$ cat src/iad_unused.sv
`timescale 1ns/100ps

$ cat src/iad_pkg.sv
// Constants for the integer add datapath: encodings, field positions, widths.
// Assumes 32-bit instruction words and 6-bit register indices (top half extension).
package iad_pkg;

  localparam int unsigned DATA_W   = 32;
  localparam int unsigned IDX_W    = 6;
  localparam int unsigned IMM_W    = 12;
  localparam int unsigned TID_W    = 4;

  // Primary opcode field
  localparam int unsigned OPC_HI   = 31;
  localparam int unsigned OPC_LO   = 28;
  localparam logic [3:0]  OPC_RTYPE = 4'h3;
  localparam logic [3:0]  OPC_ITYPE = 4'h2;

  // Register-register form fields
  localparam int unsigned R_A_LO   = 20;
  localparam int unsigned R_B_LO   = 14;
  localparam int unsigned R_C_LO   = 8;
  localparam int unsigned R_FN_HI  = 5;
  localparam int unsigned R_FN_LO  = 0;
  localparam logic [5:0]  FN_ADD   = 6'h31;

  // Immediate form fields
  localparam int unsigned I_A_LO   = 22;
  localparam int unsigned I_B_LO   = 16;
  localparam int unsigned I_SUB_HI = 15;
  localparam int unsigned I_SUB_LO = 12;
  localparam logic [3:0]  SUB_ADDI = 4'h3;
  localparam int unsigned I_IMM_LO = 0;

  // Index bit that marks an extension register
  localparam int unsigned EXT_BIT  = 5;

  // Reset values
  localparam logic [31:0] RST_DATA = 32'h0000_0000;
  localparam logic [5:0]  RST_IDX  = 6'h00;

  typedef enum logic [1:0] {
    IAD_OP_NONE,
    IAD_OP_ADD,
    IAD_OP_ADDI,
    IAD_OP_BAD
  } iad_op_t;

endpackage

$ cat src/iad_adder.sv
// Wrapping adder with optional sign extension of a short immediate.
// Purely combinational; the caller registers the result.
`timescale 1ns/100ps
module iad_adder #(
  parameter int unsigned WIDTH = 32,
  parameter int unsigned IMM_W = 12
) (
  // Operands
  input  wire logic [WIDTH-1:0] first_operand,
  input  wire logic [WIDTH-1:0] second_operand,
  input  wire logic [IMM_W-1:0] short_immediate,
  input  wire logic             use_immediate,
  // Result
  output logic      [WIDTH-1:0] sum
);

  logic [WIDTH-1:0] imm_ext;
  logic [WIDTH-1:0] addend;

  // Top immediate bit carries the sign
  assign imm_ext = {{(WIDTH-IMM_W){short_immediate[IMM_W-1]}}, short_immediate};
  assign addend  = use_immediate ? imm_ext : second_operand;
  // Carry out of the top bit is simply dropped; no flag, no trap
  assign sum     = first_operand + addend;

endmodule // iad_adder

$ cat src/iad_core.sv
// Integer add execute stage: decodes, adds, holds one write-back result.
// Assumes decode delivers the instruction word with both operand values
// already read from the register file, and write-back accepts via wb_ready.
`timescale 1ns/100ps
module iad_core #(
  parameter int unsigned DATA_W = iad_pkg::DATA_W,
  parameter int unsigned TID_W  = iad_pkg::TID_W
) (
  // Clock and reset
  input  wire logic                      sys_clk,
  input  wire logic                      sys_rst,
  // Issue from decode
  input  wire logic                      issue_valid,
  input  wire logic [31:0]               issue_instr,
  input  wire logic [TID_W-1:0]          issue_thread,
  input  wire logic [DATA_W-1:0]         first_source_operand,
  input  wire logic [DATA_W-1:0]         second_operand_value,
  output logic                           issue_ready,
  // Write-back to register file
  input  wire logic                      wb_ready,
  output logic                           wb_valid,
  output logic [TID_W-1:0]               wb_thread,
  output logic [iad_pkg::IDX_W-1:0]      wb_dest_idx,
  output logic [DATA_W-1:0]              wb_data,
  // Decode outcome
  output logic                           not_handled,
  output logic                           bad_operand
);

  localparam int unsigned IW = iad_pkg::IDX_W;
  localparam int unsigned MW = iad_pkg::IMM_W;

  // Decoded fields
  logic [3:0]              opcode;
  logic [5:0]              func_code;
  logic [3:0]              sub_code;
  logic [IW-1:0]           r_second_operand_field;
  logic [IW-1:0]           r_third_field_destination;
  logic [IW-1:0]           i_second_operand_field;
  logic [MW-1:0]           short_signed_immediate_field;

  iad_pkg::iad_op_t        op;
  logic [IW-1:0]           dest_idx;
  logic [DATA_W-1:0]       sum;
  logic                    take;
  logic                    add_take;
  logic                    slot_free;
  logic                    use_imm;

  // Next values of the output registers
  logic                    issue_ready_d;
  logic                    wb_valid_d;
  logic [TID_W-1:0]        wb_thread_d;
  logic [IW-1:0]           wb_dest_idx_d;
  logic [DATA_W-1:0]       wb_data_d;
  logic                    not_handled_d;
  logic                    bad_operand_d;

  // Output registers
  logic                    wb_valid_q;
  logic [TID_W-1:0]        wb_thread_q;
  logic [IW-1:0]           wb_dest_idx_q;
  logic [DATA_W-1:0]       wb_data_q;
  logic                    not_handled_q;
  logic                    bad_operand_q;
  logic                    issue_ready_q;

  // Field extraction
  assign opcode                       = issue_instr[iad_pkg::OPC_HI:iad_pkg::OPC_LO];
  assign func_code                    = issue_instr[iad_pkg::R_FN_HI:iad_pkg::R_FN_LO];
  assign sub_code                     = issue_instr[iad_pkg::I_SUB_HI:iad_pkg::I_SUB_LO];
  assign r_second_operand_field       = issue_instr[iad_pkg::R_B_LO +: IW];
  assign r_third_field_destination    = issue_instr[iad_pkg::R_C_LO +: IW];
  assign i_second_operand_field       = issue_instr[iad_pkg::I_B_LO +: IW];
  assign short_signed_immediate_field = issue_instr[iad_pkg::I_IMM_LO +: MW];

  // Instruction recognition
  always_comb begin
    op = iad_pkg::IAD_OP_NONE;
    if (opcode == iad_pkg::OPC_RTYPE && func_code == iad_pkg::FN_ADD) begin
      // Extension register as second operand is refused
      if (r_second_operand_field[iad_pkg::EXT_BIT]) begin
        op = iad_pkg::IAD_OP_BAD;
      end else begin
        op = iad_pkg::IAD_OP_ADD;
      end
    end else if (opcode == iad_pkg::OPC_ITYPE && sub_code == iad_pkg::SUB_ADDI) begin
      op = iad_pkg::IAD_OP_ADDI;
    end
  end

  // Destination field differs per form
  always_comb begin
    unique case (op)
      iad_pkg::IAD_OP_ADDI: dest_idx = i_second_operand_field;
      default:              dest_idx = r_third_field_destination;
    endcase
  end

  iad_adder #(
    .WIDTH (DATA_W),
    .IMM_W (MW)
  ) u_adder (
    .first_operand   (first_source_operand),
    .second_operand  (second_operand_value),
    .short_immediate (short_signed_immediate_field),
    .use_immediate   (use_imm),
    .sum             (sum)
  );

  // One result slot; it frees when write-back takes it
  assign slot_free = !wb_valid_q || wb_ready;
  assign take      = issue_valid && issue_ready_q;
  assign add_take  = take && (op == iad_pkg::IAD_OP_ADD || op == iad_pkg::IAD_OP_ADDI);
  assign use_imm   = (op == iad_pkg::IAD_OP_ADDI);

  // Slot occupancy; neither carry nor overflow leaves the block
  always_comb begin
    wb_valid_d = wb_valid_q;
    if (add_take) begin
      wb_valid_d = 1'b1;
    end else if (slot_free) begin
      wb_valid_d = 1'b0;
    end
  end

  // Ready only for an empty slot: a registered ready cannot know whether
  // write-back drains a held result next cycle, so an add costs one bubble
  always_comb begin
    issue_ready_d = !wb_valid_d;
  end

  // Result held until write-back takes it
  always_comb begin
    wb_data_d     = wb_data_q;
    wb_dest_idx_d = wb_dest_idx_q;
    wb_thread_d   = wb_thread_q;
    if (add_take) begin
      wb_data_d     = sum;
      wb_dest_idx_d = dest_idx;
      wb_thread_d   = issue_thread;
    end
  end

  // Per-issue decode status, one-cycle pulses
  always_comb begin
    not_handled_d = take && (op == iad_pkg::IAD_OP_NONE);
    bad_operand_d = take && (op == iad_pkg::IAD_OP_BAD);
  end

  always_ff @(posedge sys_clk or posedge sys_rst) begin
    if (sys_rst) begin
      issue_ready_q <= 1'b0;
    end else begin
      issue_ready_q <= issue_ready_d;
    end
  end

  always_ff @(posedge sys_clk or posedge sys_rst) begin
    if (sys_rst) begin
      wb_valid_q <= 1'b0;
    end else begin
      wb_valid_q <= wb_valid_d;
    end
  end

  always_ff @(posedge sys_clk or posedge sys_rst) begin
    if (sys_rst) begin
      wb_data_q <= DATA_W'(iad_pkg::RST_DATA);
    end else begin
      wb_data_q <= wb_data_d;
    end
  end

  always_ff @(posedge sys_clk or posedge sys_rst) begin
    if (sys_rst) begin
      wb_dest_idx_q <= iad_pkg::RST_IDX;
    end else begin
      wb_dest_idx_q <= wb_dest_idx_d;
    end
  end

  always_ff @(posedge sys_clk or posedge sys_rst) begin
    if (sys_rst) begin
      wb_thread_q <= '0;
    end else begin
      wb_thread_q <= wb_thread_d;
    end
  end

  always_ff @(posedge sys_clk or posedge sys_rst) begin
    if (sys_rst) begin
      not_handled_q <= 1'b0;
    end else begin
      not_handled_q <= not_handled_d;
    end
  end

  always_ff @(posedge sys_clk or posedge sys_rst) begin
    if (sys_rst) begin
      bad_operand_q <= 1'b0;
    end else begin
      bad_operand_q <= bad_operand_d;
    end
  end

  assign issue_ready = issue_ready_q;
  assign wb_valid    = wb_valid_q;
  assign wb_thread   = wb_thread_q;
  assign wb_dest_idx = wb_dest_idx_q;
  assign wb_data     = wb_data_q;
  assign not_handled = not_handled_q;
  assign bad_operand = bad_operand_q;

endmodule // iad_core

$ cat config.mk
export PLATFORM = sky130hd
export DESIGN_NAME = iad_core
export DESIGN_NICKNAME = d
export VERILOG_FILES = /design/src/iad_unused.sv /design/src/iad_pkg.sv /design/src/iad_adder.sv /design/src/iad_core.sv
export SDC_FILE = /design/constraint.sdc
export NUM_CORES = 1
export LEC_CHECK = 0
export BUFFER_PORTS_ARGS = -buffer_cell sky130_fd_sc_hd__buf_2
export CORE_MARGIN = 2
export CORE_UTILIZATION = 39
export CTS_CLUSTER_DIAMETER = 40
export DETAILED_ROUTE_END_ITERATION = 16
export PLACE_DENSITY = 0.67
export SLEW_MARGIN = 0
export SYNTH_ARGS = -nofsm -noshare
export SYNTH_HDL_FRONTEND = slang
export SYNTH_SLANG_ARGS = --single-unit
$ cat constraint.sdc
create_clock -name sys_clk -period 2.3 [get_ports sys_clk]
set_input_delay 0.69 -clock sys_clk [delete_from_list [all_inputs] [get_ports sys_clk]]
set_output_delay 0.69 -clock sys_clk [all_outputs]
set_load 0.05 [all_outputs]
* Word-level counts from Yosys, hierarchy flattened
Index checks and enable logic that the tools add are counted.
** Word-level totals
- Register bits after elaboration :: 46
- Input bits :: 104
- Output and inout bits :: 46
- Logic and storage cells :: 33
** Operators by class
- Add/subtract/negate cells :: 1
- Eq/ne operators :: 7
- Multiplexer cells :: 7
- Reduce and logical (&&, ||, !) cells :: 11
** Operators by type and width (number)
- $add 32x32->32 :: 1
- $mux 32 :: 1
- $eq 4x2->1 const B :: 3
- $eq 6x6->1 const B :: 1
- $logic_and 1x1->1 :: 6
- $mux 2 :: 3
- $mux 6 :: 1
- $eq 2x2->1 const B :: 2
- $eq 2x1->1 const B :: 1
- $logic_not 1->1 :: 2
- $logic_not 2->1 :: 1
- $logic_or 1x1->1 :: 2
- $mux 1 :: 2

* Depth between registers and ports, before layout
- Word-level depth :: 9
- Mapped depth :: 17
- Mapped depth without buffers :: 15

* Modules after synthesis
Synthesis repeated with hierarchy kept, for this count alone.
** Second synthesis, totals
- Cells, all modules :: 406
- Area total of the unflattened synthesis :: 3945.0 um^2
** Modules (own cells, without submodules)
- iad_adder :: instances 1, cells each 283, area each 1996.9 um^2, seq. area each 0.0 um^2
- iad_core :: instances 1, cells each 123, area each 1948.1 um^2, seq. area each 1151.1 um^2

* Worst setup path after synthesis
No wires, ideal clock.
- Path kind :: in2reg
- Start point :: input port issue_instr[28]
- End point :: register wb_data_q[30] (netlist: wb_data[30])
- Arrival time :: 4.186 ns
- Data required time :: 2.174 ns
- Setup slack :: -2.012 ns
- Stages on the path :: 16
- Buffers on the path :: 2
- Cell sequence :: nor4_1 -> nand2_1 -> clkbuf_1 -> clkbuf_1 -> mux2_2 -> ha_1 -> inv_1 -> fa_1 -> nor2b_1 -> o211ai_1 -> a31oi_2 -> a311oi_4 -> a211o_2 -> nand3_1 -> nand2_1 -> a311o_1
** On the way
- Longest elaborated chain between the ends :: 7
- Elaborated cells on any way between the ends :: 12
- Those cells by class :: add/sub (1); eq/ne (4); mux (3); reduce/logical (4)
** RTL lines
- from (decl) :: line iad_core.sv:14 : input wire logic [31:0] issue_instr,
- $eq 4x2->1 :: line iad_core.sv:87 : end else if (opcode == iad_pkg::OPC_ITYPE && sub_code == iad_pkg::SUB_ADDI) begin
- $logic_and 1x1->1 :: line iad_core.sv:87
- $mux 2 :: line iad_core.sv:87
- $mux 2 * :: line iad_core.sv:80 : if (opcode == iad_pkg::OPC_RTYPE && func_code == iad_pkg::FN_ADD) begin
- $eq 2x2->1 or $eq 2x1->1 (tied branches) :: line iad_core.sv:114, iad_core.sv:115
- $mux 32 or $logic_or 1x1->1 (tied branches) :: line iad_adder.sv:22, iad_core.sv:114
- $add 32x32->32 or $logic_and 1x1->1 (tied branches) :: line iad_adder.sv:24, iad_core.sv:114
- to (signal assigned) :: line iad_core.sv:169 : wb_data_q <= DATA_W'(iad_pkg::RST_DATA);
- to (signal assigned) :: line iad_core.sv:171 : wb_data_q <= wb_data_d;
- to (decl) :: line iad_core.sv:63 : logic [DATA_W-1:0] wb_data_q;
Every way passes the cells marked *; elsewhere a longest branch is shown, timed or not.
A chain may end at the register's enable or synchronous reset.

* Worst setup path in the final report
- Start point :: input port issue_instr[14]
- End point :: register wb_data_q[22] (netlist: wb_data[22])
** On the way
- Longest elaborated chain between the ends :: 7
- Elaborated cells on any way between the ends :: 10
- Those cells by class :: add/sub (1); eq/ne (3); mux (3); reduce/logical (3)
** RTL lines (line)
- $eq 4x2->1 * :: iad_core.sv:87
- $logic_and 1x1->1 * :: iad_core.sv:87
- $mux 2 * :: iad_core.sv:87
- $mux 2 * :: iad_core.sv:80
- $eq 2x2->1 or $eq 2x1->1 (tied branches) :: iad_core.sv:114, iad_core.sv:115
- $mux 32 or $logic_or 1x1->1 (tied branches) :: iad_adder.sv:22, iad_core.sv:114
- $add 32x32->32 or $logic_and 1x1->1 (tied branches) :: iad_adder.sv:24, iad_core.sv:114
Marks and branches as above.

==> summary.txt <==
Status
  • Status: finished with violations
  • Failing checks: negative setup slack

Critical path
  • Crit path capture: wb_data[22]$_DFFE_PP0P_
  • WS Path Type: input port to flop
  • Setup crit end kind: flop
  • CP startpoint kind: input port
  • Worst Path Required: approximately 2.5 ns
  • Reg2Reg Setup Slack: 0.74 ns
  • Crit path launch: issue_instr[14]
  • Worst r2r src: issue_ready$_DFF_PP0_
  • RR Endpoint: wb_data[31]$_DFFE_PP0P_
  • Worst Path Arrival: 3.74 ns
  • R2R depth: 6
  • Largest fanout on the critical path: 4

Yosys
  • Most frequently used flop master after synthesis: dfrtp_1
  • Synth Area in XOR/XNOR: 4.65%
  • Simple-Gate Fraction of Synth Area: about a fifth
  • Largest family of logic cells by synthesized area: compound AO/OA/AOI/OAI gates
  • Synth warnings: 0
  • Syn Inst Count: 450
  • Sequential element share of the synthesized area: 30.6%
  • Syn_nets: 589
  • Synthesized area: 3760 um2
  • EDFF count, synth: 0
  • Adder-cell share of the synthesized area: about an eighth
  • #FFs+latches synth: 46
  • Synth Area in Compound Gates: 26.6%
  • Multiplexer share of the synthesized area: 4.36%
  • Syn Area/Cell: 8.36 um2
  • Yosys cell types: 58
  • Async SR Flop Fraction: 100%

Floorplan
  • Initial Util: 40.5%
  • I/O pin count: 150
  • Row count: 35
  • Die H: slightly above 100 um
  • Overall die area: 10500 um2
  • Area of the core: 9280 um2
  • Die width: 102 um

Route
  • Routed wire length: 13.8 mm
  • Residual DRC count: 0
  • Routed Antenna Nets: 0
  • Number of iterations in the first detailed-routing pass: 4
  • Via/cell ratio: 5.24
  • Vias: 4493
  • DR WL/cell: between 15 and 20 um
  • Initial DRC Count: 191

GRT
  • Overall Global Routing Usage: 25.2%
  • Antenna violations before repair: 0
  • Remaining global-route overflow: 0
  • Vias in the first global route: roughly 4.6k
  • First-pass GRT wire length: 21.0 mm
  • Largest net degree at the start of global routing: 52

Min path
  • Worst min path class: input port to async pin

Place
  • Port Buffers: 143
  • Pre-CTS setup slack: -1.66 ns
  • Placed cell areas: ~5700 um2
  • Post-DP HPWL: 9.90 mm
  • Routability cong.: 0.937

Layout
  • Finished Cell Area: 6590 um2
  • Final Net Count: between 800 and 900
  • FILL cells: 708
  • Layout area overhead: 75.0%
  • Final core utilization: 70.9%
  • # diodes: 0
  • Share of cells above drive strength 1: 54.4%
  • Most frequent cells in the layout: 141 x buf_2, 114 x buf_4, 71 x nand2_1
  • Most common cell after layout, fill and taps aside: buf_2

STA
  • Fmax: ~0.28 GHz
  • RSZ-0062 raised after global routing: yes
  • Slack of the critical path: -1.24 ns
  • Hold Fails Final Rpt: 0
  • # setup viols final: 29
  • TNS Setup: -27.33 ns
  • Final Critical Period: 3.54 ns
  • Clk_skew: 0.00865 ns
  • Max transition margin: 67.4%
  • Final period utilization: 154%
  • Slew Limit Fails: 0
  • Worst-Margin Slew: a little under 0.5 ns

Pwr
  • Leak: 3.45 nW
  • Power density over cell area: roughly 440 nW/um2
  • VDD IR max: about 0.25 mV
  • Power after layout: 2.89 mW

Job
  • # Max-Cap Violations: 0

Clocking
  • CTS clock-pin slew for the worst setup and hold paths: 0.09 ns
  • # hold bufs at CTS: 0
  • Clock Path Buffers: 2
  • CTS sink cnt: 46
  • TritonCTS clock tree: done
  • CTS root buffer: clkbuf_8
  • TritonCTS Buffers: 5
  • Worst-skew pair later-pin latency: 0.31 ns
  • H-Tree Depth: 2
## worst max-delay path, cell delays in order
cell,delay (ns)
buf_6,0.10
nor4_4,0.34
nand2_4,0.12
mux2_4,0.32
ha_4,0.17
inv_2,0.05
fa_2,0.23
nor2b_4,0.05
o211ai_1,0.28
a31oi_2,0.20
a311oi_4,0.37
a211o_4,0.23
a31oi_4,0.09
or3_1,0.31
a31o_1,0.18
## logic make-up (layout without fill, tap and decap cells)
family	after synthesis	after routing
multiplexers	15	15
buffers and inverters	33	311
flip-flops	46	46
adder cells (fa/ha/maj)	35	35
XOR/XNOR	20	20
AO/OA/AOI/OAI	151	151
AND/OR/NAND/NOR	150	150
## synthesized netlist by cell type (all sizes together), types with 3 or more instances
| cell | number | area [um2] |
|---|---|---|
| a21o | 32 | 241 |
| a21oi | 29 | 145 |
| a311oi | 3 | 43.8 |
| a31o | 3 | 26.3 |
| a31oi | 5 | 37.5 |
| and2 | 6 | 37.5 |
| and3 | 12 | 75.1 |
| buf | 3 | 12.5 |
| clkbuf | 14 | 52.6 |
| dfrtp | 46 | 1150 |
| ha | 34 | 425 |
| inv | 16 | 60.1 |
| mux2 | 11 | 124 |
| mux2i | 4 | 40.0 |
| nand2 | 74 | 278 |
| nand2b | 4 | 25.0 |
| nand3 | 15 | 75.1 |
| nand4 | 3 | 18.8 |
| nor2 | 14 | 52.6 |
| nor2b | 3 | 18.8 |
| nor3 | 7 | 35.0 |
| nor4 | 4 | 25.0 |
| o211ai | 4 | 30.0 |
| o21ai | 48 | 244 |
| o31ai | 6 | 45.0 |
| xnor2 | 10 | 87.6 |
| xor2 | 10 | 87.6 |
## through the flow
step / cells / hold WS (ns)
floorplan: 450 / 0.740
global placement: 814 / 0.448
detailed placement: 814 / 0.457
CTS: 844 / 0.387
global route: 857 / 0.413
finish: 857 / 0.378
## worst min path at each step
stage,from,end,depth (start not counted)
after floorplan,wb_data[13]$_DFFE_PP0P_,wb_data[13]$_DFFE_PP0P_,2
after global placement,wb_data[13]$_DFFE_PP0P_,wb_data[13]$_DFFE_PP0P_,2
after detailed placement,wb_thread[2]$_DFFE_PP0P_,wb_thread[2]$_DFFE_PP0P_,2
after CTS,sys_rst,wb_data[18]$_DFFE_PP0P_,2
after global routing,sys_rst,wb_data[18]$_DFFE_PP0P_,2
final,sys_rst,wb_thread[2]$_DFFE_PP0P_,2
## final cells by class
cell class / instances / area, um2 / share of cell area (%)
multi-input combinational: 371 / 3150 / 47.9
timing repair buffer: 287 / 1970 / 29.9
sequential: 46 / 1150 / 17.5
tap: 129 / 161 / 2.45
clock buffer: 7 / 86.3 / 1.31
inverter: 16 / 60.1 / 0.912
clock inverter: 1 / 5.00 / 0.0760
## repair_timing
item | 4_1_cts | 5_1_grt
endpoints found under the hold margin | 0 | 0
pin swaps | 65 | 60
cloned | 1 | 0
setup endpoints to repair | 31 | 31
gates resized for setup | 85 | 46
setup buffers | 24 | 20
## registers in the layout (all words and copies together), names as in the netlist
signal / count
wb_valid: 1
wb_data: 32
not_handled: 1
issue_ready: 1
wb_thread: 4
bad_operand: 1
wb_dest_idx: 6
## where the power goes
group / total, mW / leakage, nW / internal, mW / switching [mW]
Clock: 0.534 / 0.0482 / 0.243 / 0.291
Sequential: 0.885 / 0.627 / 0.857 / 0.0276
Combinational: 1.48 / 2.78 / 0.684 / 0.791
## metal layers
metal  GRT usage, %  vias to the layer above  part of all wire (%)
met5              0                        -                     0
met2           45.3                      155                    52
li1               -                     2187                     -
met4           7.69                        0                   2.7
met3           3.21                       37                   4.6
met1           31.4                     2114                    41
Power figures use the tool's default switching activity.
